===== src/inc/pea_cfg.svh =====
`ifndef PEA_CFG_SVH
`define PEA_CFG_SVH

// ***************************************************************
// Register indices (byte address is four times the index)
// ***************************************************************
`define PEA_IDX_MASKS 6'h24
`define PEA_IDX_FLAGS 6'h25
`define PEA_IDX_CTRL 6'h26
`define PEA_IDX_COUNT 6'h27

// ***************************************************************
// Field positions
// ***************************************************************
`define PEA_BIT_WRAP 5
`define PEA_BIT_EDGE 4
`define PEA_BIT_ENABLE 6
`define PEA_BIT_MODE 5
`define PEA_BIT_POLARITY 4

// ***************************************************************
// Reset values and timing counts
// ***************************************************************
`define PEA_CTRL_RESET 1'b0
`define PEA_FLAG_RESET 1'b0
`define PEA_MASK_RESET 1'b0
`define PEA_GATE_DIV 64
`define PEA_DIV_WIDTH 6
`define PEA_DIV_LAST 6'h3F

`endif


===== src/inc/pea_pkg.sv =====
`include "pea_cfg.svh"

package pea_pkg;

  // Operating modes of the accumulator
  typedef enum logic {PEA_MODE_EVENT, PEA_MODE_GATED} pea_mode_type;

  // State of the top level
  typedef struct packed {
    logic enable;
    pea_mode_type mode;
    logic polarity;
    logic wrap_mask;
    logic edge_mask;
    logic wrap_flag;
    logic edge_flag;
    logic count_seen;
    logic ack;
    logic [31:0] rdata;
  } pea_top_state_type;

  // State of the pin sampler
  typedef struct packed {
    logic sync1;
    logic sync2;
    logic prev;
    logic [1:0] fill;
  } pea_edge_state_type;

  // State of the gate-time divider
  typedef struct packed {
    logic [`PEA_DIV_WIDTH-1:0] div;
    logic tick;
  } pea_div_state_type;

endpackage : pea_pkg


===== src/pea_edge_detect.sv =====
`timescale 1ns/10ps

module pea_edge_detect (
  // Clock and reset
  input wire logic sys_clk,
  input wire logic nrst,
  // Pin side
  input wire logic pin_in,
  // Sampled level and edges
  output logic level,
  output logic rise,
  output logic fall
);
  import pea_pkg::*;

  pea_edge_state_type r_q;
  pea_edge_state_type r_d;

  // Sample chain; first stage only feeds the second
  always_comb
  begin
    r_d = r_q;
    r_d.sync1 = pin_in;
    r_d.sync2 = r_q.sync1;
    r_d.prev = r_q.sync2;
    r_d.fill = (r_q.fill == 2'h3) ? 2'h3 : r_q.fill + 2'h1;
  end

  always_ff @(posedge sys_clk or negedge nrst)
  begin
    if (!nrst)
      r_q <= '0;
    else
      r_q <= r_d;
  end

  // one event per transition
  // Successive settled samples compared, so each edge lasts one cycle
  assign level = r_q.sync2;
  // Edges held off until the chain holds real samples, so the reset value
  // cannot pose as a transition; a pin change in that short window is lost
  assign rise = r_q.sync2 & ~r_q.prev & (r_q.fill == 2'h3);
  assign fall = ~r_q.sync2 & r_q.prev & (r_q.fill == 2'h3);

  AST_EDGE_ONE_CYCLE:
  assert property (@(posedge sys_clk) disable iff (!nrst) (rise || fall) |=> !(rise || fall))
  else $error("edge pulse lasted more than one cycle");

endmodule : pea_edge_detect


===== src/pea_gate_divider.sv =====
`timescale 1ns/10ps
`include "pea_cfg.svh"

module pea_gate_divider (
  // Clock and reset
  input wire logic sys_clk,
  input wire logic nrst,
  // One-cycle tick every divider period
  output logic tick
);
  import pea_pkg::*;

  pea_div_state_type r_q;
  pea_div_state_type r_d;

  // Free-running divider; never gated so the time base stays steady
  always_comb
  begin
    r_d = r_q;
    r_d.div = r_q.div + `PEA_DIV_WIDTH'(1);
    r_d.tick = (r_q.div == `PEA_DIV_LAST);
  end

  always_ff @(posedge sys_clk or negedge nrst)
  begin
    if (!nrst)
      r_q <= '0;
    else
      r_q <= r_d;
  end

  assign tick = r_q.tick;

  AST_TICK_PERIOD:
  assert property (@(posedge sys_clk) disable iff (!nrst) tick |=> !tick [*8])
  else $error("divider tick repeated too early");

endmodule : pea_gate_divider


===== src/pea_top.sv =====
// Design decision made here: the Wishbone interface to the registers.
`timescale 1ns/10ps
`include "pea_cfg.svh"

module pea_top (
  // Clock and reset
  input wire logic sys_clk,
  input wire logic nrst,
  // Wishbone slave
  input wire logic wb_cyc_i,
  input wire logic wb_stb_i,
  input wire logic wb_we_i,
  input wire logic [7:2] wb_adr_i,
  input wire logic [3:0] wb_sel_i,
  input wire logic [31:0] wb_dat_i,
  output logic [31:0] wb_dat_o,
  output logic wb_ack_o,
  // Pulse input pin level
  input wire logic shared_port_pin_seven,
  // Interrupt
  output logic irq
);
  import pea_pkg::*;

  // ***************************************************************
  // Helpers
  // ***************************************************************

  // Register index match
  function automatic logic reg_hit(input logic [5:0] adr, input logic [5:0] idx);
    reg_hit = (adr == idx);
  endfunction : reg_hit

  // ***************************************************************
  // Declarations
  // ***************************************************************

  pea_top_state_type r_q;
  pea_top_state_type r_d;
  logic [7:0] count_q;
  logic [7:0] count_d;
  logic pin_level;
  logic pin_rise;
  logic pin_fall;
  logic gate_tick;
  logic sel_edge;
  logic gate_open;
  logic count_inc;
  logic bus_req;
  logic bus_wr;
  logic count_wr;
  logic flags_wr;
  logic ctrl_wr;
  logic masks_wr;
  logic wrap_set;
  logic edge_set;
  logic wrap_clr;
  logic edge_clr;
  logic [7:0] rd_byte;

  // ***************************************************************
  // Pin sampling and time base
  // ***************************************************************

  // pin level fed regardless of direction
  // The pad level is taken whatever drives the pin
  pea_edge_detect u_edge (
    .sys_clk(sys_clk),
    .nrst(nrst),
    .pin_in(shared_port_pin_seven),
    .level(pin_level),
    .rise(pin_rise),
    .fall(pin_fall)
  );

  pea_gate_divider u_div (
    .sys_clk(sys_clk),
    .nrst(nrst),
    .tick(gate_tick)
  );

  // ***************************************************************
  // Counting
  // ***************************************************************

  assign sel_edge = r_q.polarity ? pin_rise : pin_fall;

  // inhibit level is the polarity bit itself
  assign gate_open = (pin_level != r_q.polarity);

  // mode selects edge or gated time source
  always_comb
  begin
    count_inc = 1'b0;
    if (r_q.enable)
    begin
      unique case (r_q.mode)
        PEA_MODE_EVENT: count_inc = sel_edge;
        PEA_MODE_GATED: count_inc = gate_tick && gate_open;
      endcase
    end
  end

  // ***************************************************************
  // Bus decode
  // ***************************************************************

  // Ack one cycle after the request; writes land on the ack edge
  assign bus_req = wb_cyc_i && wb_stb_i;
  assign bus_wr = bus_req && wb_we_i && wb_sel_i[0] && r_q.ack;
  assign count_wr = bus_wr && reg_hit(wb_adr_i, `PEA_IDX_COUNT);
  assign flags_wr = bus_wr && reg_hit(wb_adr_i, `PEA_IDX_FLAGS);
  assign ctrl_wr = bus_wr && reg_hit(wb_adr_i, `PEA_IDX_CTRL);
  assign masks_wr = bus_wr && reg_hit(wb_adr_i, `PEA_IDX_MASKS);

  // Read mux; unmapped and unused bits read zero
  always_comb
  begin
    rd_byte = 8'h00;
    if (reg_hit(wb_adr_i, `PEA_IDX_COUNT))
      rd_byte = count_q;
    else if (reg_hit(wb_adr_i, `PEA_IDX_FLAGS))
    begin
      rd_byte[`PEA_BIT_WRAP] = r_q.wrap_flag;
      rd_byte[`PEA_BIT_EDGE] = r_q.edge_flag;
    end
    else if (reg_hit(wb_adr_i, `PEA_IDX_MASKS))
    begin
      rd_byte[`PEA_BIT_WRAP] = r_q.wrap_mask;
      rd_byte[`PEA_BIT_EDGE] = r_q.edge_mask;
    end
    else if (reg_hit(wb_adr_i, `PEA_IDX_CTRL))
    begin
      rd_byte[`PEA_BIT_ENABLE] = r_q.enable;
      rd_byte[`PEA_BIT_MODE] = r_q.mode;
      rd_byte[`PEA_BIT_POLARITY] = r_q.polarity;
    end
  end

  // ***************************************************************
  // Flags
  // ***************************************************************

  // wrap on all-ones increment; a same-edge software write wins
  assign wrap_set = count_inc && (count_q == 8'hFF) && !count_wr;

  // selected edge sets the flag while the accumulator runs
  assign edge_set = r_q.enable && sel_edge;

  // only bits written with one clear
  assign wrap_clr = flags_wr && wb_dat_i[`PEA_BIT_WRAP];
  assign edge_clr = flags_wr && wb_dat_i[`PEA_BIT_EDGE];

  // ***************************************************************
  // Next state
  // ***************************************************************

  // Control, masks, sticky flags and bus answer
  always_comb
  begin
    r_d = r_q;
    r_d.ack = bus_req && !r_q.ack;
    if (bus_req && !r_q.ack)
      r_d.rdata = {24'h000000, rd_byte};
    if (ctrl_wr)
    begin
      r_d.enable = wb_dat_i[`PEA_BIT_ENABLE];
      r_d.mode = pea_mode_type'(wb_dat_i[`PEA_BIT_MODE]);
      r_d.polarity = wb_dat_i[`PEA_BIT_POLARITY];
    end
    if (masks_wr)
    begin
      r_d.wrap_mask = wb_dat_i[`PEA_BIT_WRAP];
      r_d.edge_mask = wb_dat_i[`PEA_BIT_EDGE];
    end
    // Set beats a clear arriving on the same edge
    r_d.wrap_flag = wrap_set || (r_q.wrap_flag && !wrap_clr);
    r_d.edge_flag = edge_set || (r_q.edge_flag && !edge_clr);
    // Check helper: count holds a written value, so checks on it are meaningful
    r_d.count_seen = r_q.count_seen || count_wr;
  end

  always_ff @(posedge sys_clk or negedge nrst)
  begin
    if (!nrst)
    begin
      r_q <= '0;
      r_q.enable <= `PEA_CTRL_RESET;
      r_q.wrap_flag <= `PEA_FLAG_RESET;
      r_q.edge_flag <= `PEA_FLAG_RESET;
      r_q.wrap_mask <= `PEA_MASK_RESET;
      r_q.edge_mask <= `PEA_MASK_RESET;
    end
    else
      r_q <= r_d;
  end

  // ***************************************************************
  // Count register
  // ***************************************************************

  // single-edge update, so a read captures a whole count
  always_comb
  begin
    count_d = count_q;
    if (count_wr)
      count_d = wb_dat_i[7:0];
    else if (count_inc)
      count_d = count_q + 8'h01;
  end

  // no reset on the count
  // Kept out of the reset struct on purpose: power-up value is undefined
  always_ff @(posedge sys_clk)
  begin
    count_q <= count_d;
  end

  // ***************************************************************
  // Outputs
  // ***************************************************************

  assign wb_ack_o = r_q.ack;
  assign wb_dat_o = r_q.rdata;

  // wrap interrupt gated by its enable
  // edge interrupt gated by its enable
  assign irq = (r_q.wrap_flag && r_q.wrap_mask) || (r_q.edge_flag && r_q.edge_mask);

  // ***************************************************************
  // Checks
  // ***************************************************************

  AST_EVENT_FALL_COUNTS:
  assert property (@(posedge sys_clk) disable iff (!nrst)
    (r_q.count_seen && r_q.enable && r_q.mode == PEA_MODE_EVENT && !r_q.polarity
     && pin_fall && !count_wr)
    |=> count_q == $past(count_q) + 8'h01)
  else $error("falling edge did not advance count");

  // rising edge ignored with polarity 0
  AST_EVENT_RISE_IGNORED:
  assert property (@(posedge sys_clk) disable iff (!nrst)
    (r_q.count_seen && r_q.mode == PEA_MODE_EVENT && !r_q.polarity && pin_rise && !count_wr)
    |=> $stable(count_q))
  else $error("wrong edge advanced count");

  AST_GATE_INHIBIT:
  assert property (@(posedge sys_clk) disable iff (!nrst)
    (r_q.count_seen && r_q.mode == PEA_MODE_GATED && pin_level == r_q.polarity && !count_wr)
    |=> $stable(count_q))
  else $error("count moved while gate inhibited");

  AST_GATE_TICK_COUNTS:
  assert property (@(posedge sys_clk) disable iff (!nrst)
    (r_q.enable && r_q.mode == PEA_MODE_GATED && gate_tick && pin_level != r_q.polarity
     && r_q.count_seen && !count_wr) |=> count_q == $past(count_q) + 8'h01)
  else $error("gated tick did not advance count");

  AST_DISABLED_HOLDS:
  assert property (@(posedge sys_clk) disable iff (!nrst)
    (r_q.count_seen && !r_q.enable && !count_wr) |=> $stable(count_q))
  else $error("count moved while disabled");

  AST_COUNT_WRITE:
  assert property (@(posedge sys_clk) disable iff (!nrst)
    count_wr |=> count_q == $past(wb_dat_i[7:0]))
  else $error("count write lost");

  AST_WRAP_FLAG_SET:
  assert property (@(posedge sys_clk) disable iff (!nrst)
    (count_inc && count_q == 8'hFF && !count_wr) |=> (r_q.wrap_flag && count_q == 8'h00))
  else $error("roll-over did not set wrap flag");

  AST_WRAP_FLAG_CLEAR:
  assert property (@(posedge sys_clk) disable iff (!nrst)
    (wrap_clr && !wrap_set) |=> !r_q.wrap_flag)
  else $error("wrap flag not cleared by write of one");

  AST_EDGE_FLAG_KEEP:
  assert property (@(posedge sys_clk) disable iff (!nrst)
    (flags_wr && !wb_dat_i[`PEA_BIT_EDGE] && r_q.edge_flag) |=> r_q.edge_flag)
  else $error("edge flag cleared by write of zero");

  AST_EDGE_FLAG_SET:
  assert property (@(posedge sys_clk) disable iff (!nrst)
    (r_q.enable && sel_edge) |=> r_q.edge_flag)
  else $error("selected edge did not set edge flag");

  // enabled wrap flag always raises the request
  AST_WRAP_IRQ:
  assert property (@(posedge sys_clk) disable iff (!nrst)
    (r_q.wrap_flag && r_q.wrap_mask) |-> irq)
  else $error("wrap interrupt missing");

  AST_IRQ_QUIET:
  assert property (@(posedge sys_clk) disable iff (!nrst)
    (!r_q.wrap_mask && !r_q.edge_mask) |-> !irq)
  else $error("interrupt raised with enables clear");

  AST_WRAP_FLAG_KEEP:
  assert property (@(posedge sys_clk) disable iff (!nrst)
    (flags_wr && !wb_dat_i[`PEA_BIT_WRAP] && r_q.wrap_flag) |=> r_q.wrap_flag)
  else $error("wrap flag cleared by write of zero");

  AST_EDGE_FLAG_CLEAR:
  assert property (@(posedge sys_clk) disable iff (!nrst)
    (edge_clr && !edge_set) |=> !r_q.edge_flag)
  else $error("edge flag not cleared by write of one");

  // enable write leaves the flags alone
  AST_MASK_KEEPS_FLAGS:
  assert property (@(posedge sys_clk) disable iff (!nrst)
    (masks_wr && !edge_set && !wrap_set)
    |=> (r_q.edge_flag == $past(r_q.edge_flag) && r_q.wrap_flag == $past(r_q.wrap_flag)))
  else $error("enable write altered a flag");

  AST_ACK_ONE_CYCLE:
  assert property (@(posedge sys_clk) disable iff (!nrst) wb_ack_o |=> !wb_ack_o)
  else $error("bus answer lasted more than one cycle");

endmodule : pea_top

===== config.mk =====
export PLATFORM = sky130hd
export DESIGN_NAME = pea_top
export DESIGN_NICKNAME = d
export VERILOG_FILES = /design/src/inc/pea_pkg.sv /design/src/pea_edge_detect.sv /design/src/pea_gate_divider.sv /design/src/pea_top.sv
export VERILOG_INCLUDE_DIRS = /design/src /design/src/inc
export SDC_FILE = /design/constraint.sdc
export NUM_CORES = 1
export LEC_CHECK = 0
export BUFFER_PORTS_ARGS = -buffer_cell sky130_fd_sc_hd__buf_2
export CAP_MARGIN = 5
export CORE_AREA = 5 5 67 69
export DETAILED_ROUTE_END_ITERATION = 8
export DIE_AREA = 0 0 72 74
export MAX_ROUTING_LAYER = met4
export PLACE_DENSITY = 0.91
export SYNTH_ARGS = -nofsm -noshare
export SYNTH_HDL_FRONTEND = slang
export SYNTH_SLANG_ARGS = --single-unit

===== constraint.sdc =====
create_clock -name sys_clk -period 3.4 [get_ports sys_clk]
set_input_delay 0.34 -clock sys_clk [delete_from_list [all_inputs] [get_ports sys_clk]]
set_output_delay 0.34 -clock sys_clk [all_outputs]
set_load 0.01 [all_outputs]

==> flow_metrics.tcl <==
set metrics [dict create \
    outcome "completed" \
    total_power_mw 0.8275 \
    postCtsResizedCells 0 \
    cap_viol_max_count 0 \
    skew_ns 0.002388 \
    ys_ff_latch 36 \
    cts_buffers 5 \
    design.core.area_um2 3856 \
    ys_warn_count 0 \
    grt_max_degree 29 \
    grt_pass1_wl_um 5299 \
    p_leak_nw 1.001 \
    dieArea_um2 5328 \
    globalplace.congestion 0.7713 \
    syn_area_um2 1867 \
    track_usage 0.1348 \
    max_slew_margin 0.6002 \
    syn_area_per_cell_um2 11.31 \
    route.detailed.drc 0 \
    fin_crit_sh 0.5740 \
    drt_iter0_drc 42 \
    hold_class "input port to asynchronous set/reset pin" \
    synth.top_cells.by_count "buf_4 (32), dfrtp_1 (28), nand2_1 (12)" \
    synth_area_leaders "dfrtp_1 (38%), buf_4 (13%), edfxtp_1 (13%)" \
    cts_max_path_buffers 2 \
    ys_types 36 \
    post-synth-top-count-cell "buf_4" \
    antenna_cells 0 \
    via_per_inst 4.826 \
    area_growth_pct 8.378 \
    synth-edff-count 8 \
    io_buffer_count 30 \
    critPathCaptureType "flop" \
    post_cts_buffers 0 \
    root_buffer "clkbuf_8" \
    yosysTopAreaCellShare 0.3753 \
    cts_hold_buf 0 \
    ir_drop_mv 0.2068 \
    dr.pass1.iters 4 \
    cts_tree "yes" \
    clock_latency_ns 0.28 \
    worst_setup_path_start_kind "flop" \
    setup_tns_ns 0 \
    ant_nets 0 \
    rows 23 \
    clk_pin_slew_worst_paths_ns 0.07 \
    clkSinkCount 36 \
    cp_max_fo 8 \
    drive_gt1_frac 0.2760 \
    synth_seq_area_share 0.5040 \
    wl_per_cell_um 13.76 \
    syn-instance-count 165 \
    worstSetupPathType "flop to flop" \
    power_density_nw_per_um2 409.0 \
    vias 1168 \
    synthFlopType "dfrtp_1" \
    nets 241 \
    dpl.hpwl_um 2533 \
    tightest_slew_ns 0.5997 \
    cts_htree_levels 2 \
    maxSlewViolCount 0 \
    rsz0062_at_grt "no" \
    clock.fmax_mhz 512.4 \
    grt_overflow 0 \
    async_reset_ff_frac 0.7778 \
    initial_core_util 0.4841 \
    setup_viol 0 \
    critPathArrivalTime_ns 1.90 \
    fin_crit_ns 1.952 \
    die_y_um 74 \
    hold_violations 0 \
    worst_ep_required_time_ns 3.35 \
    routed_wl_um 3329 \
    yosysTopAreaCell "dfrtp_1" \
    ios 82 \
    die_x_um 72 \
    antenna_found_initial 0 \
    grt_pass1_vias 1173 \
]
==> report_power, final <==
| group | switching [mW] | leakage [nW] | internal, mW |
|---|---|---|---|
| Sequential | 0.00304 | 0.430 | 0.444 |
| Clock | 0.145 | 0.0534 | 0.188 |
| Combinational | 0.0320 | 0.518 | 0.0158 |
| Total | 0.180 | 1.00 | 0.648 |
==> worst paths after layout <==
kind                                               from                 endpoint  slack (ns)  cells past startpoint
worst max-delay path                r_q[38]$_DFFE_PN0P_     count_q[3]$_DFFE_PP_        1.45                      4
worst min-delay path                               nrst   u_div.r_q[3]$_DFF_PN0_        0.06                      1
worst max register to register      r_q[38]$_DFFE_PN0P_     count_q[3]$_DFFE_PP_        1.45                      4
worst min register to register  u_edge.r_d[3]$_DFF_PN0_   u_edge.level$_DFF_PN0_        0.35                      0
max in group asynchronous                          nrst  wb_dat_o[1]$_DFFE_PN0P_        2.95                      1
min in group sys_clk              shared_port_pin_seven  u_edge.r_d[3]$_DFF_PN0_        0.16                      1
==> layer usage <==
metal / wire length (um) / vias up / global-route usage
li1: - / 567 / -
met1: 1442 / 555 / 0.1597
met2: 1569 / 39 / 0.2092
met3: 248 / 7 / 0.04459
met4: 69 / 0 / 0.06263
met5: 0 / - / -
==> final cells by class <==
type / instances / area, um2
repair buffers: 31 / 157.7
inverters: 3 / 11.26
clock inverters: 1 / 5.005
multi-input cells: 114 / 748.2
well taps: 50 / 62.56
fillers: 352 / 1833
clock buffers: 7 / 97.59
flip-flops and latches: 36 / 940.9
==> cell usage in the layout (no fill, tap or decap), drive strengths merged, types with 2 or more instances in the layout <==
cell type,n
xor2,7
a22o,6
mux4,2
dfrtp,28
conb,24
a21oi,8
nand3,9
and4,2
edfxtp,8
clkbuf,7
inv,3
ha,2
nor2,9
xnor2,4
buf,31
and3,3
nand2,13
nand4,2
or2,2
mux2,7
nand2b,2
==> worst max-delay path, stage by stage (launching register included) <==
cell and delay (ns):
dfrtp_1 0.43, or3b_2 0.47, a21oi_1 0.18, mux2_2 0.19
nand2b_1 0.34
==> metrics by stage <==
stage	std cells	utilization	area, um2	setup WS (ns)	hold WS [ns]
after floorplan	188	-	1953	1.632	0.04441
after detailed placement	234	0.4981	1921	1.264	0.3356
after global routing	242	0.5247	2023	1.331	0.1132
final	242	0.5247	2023	1.448	0.05766
after global placement	234	0.4981	1921	1.286	0.3338
after CTS	242	0.5247	2023	1.405	0.06799
==> sequential cells by signal, indices dropped and copies added (netlist names) <==
signal and flops:
u_edge.r_d 1, u_div.r_q 6, count_q 8, u_edge.level 1, u_edge.r_q 3, r_q 7
u_div.tick 1, wb_dat_o 8, wb_ack_o 1
==> logic make-up (layout without fill, tap and decap cells) <==
group                      after synthesis  count (layout)  share of synthesized area
muxes                                   10              10                    0.07774
xor gates and xnor gates                11              11                    0.05161
AOI/OAI and AO/OA                       17              17                    0.06301
other                                    1              24                   0.002009
adders and majority gates                2               2                    0.01340
DFF                                     36              36                     0.5040
and+or+nand+nor                         50              50                     0.1468
buffers and inverters                   38              42                     0.1414
No activity file was read; power rests on OpenSTA's default activity.
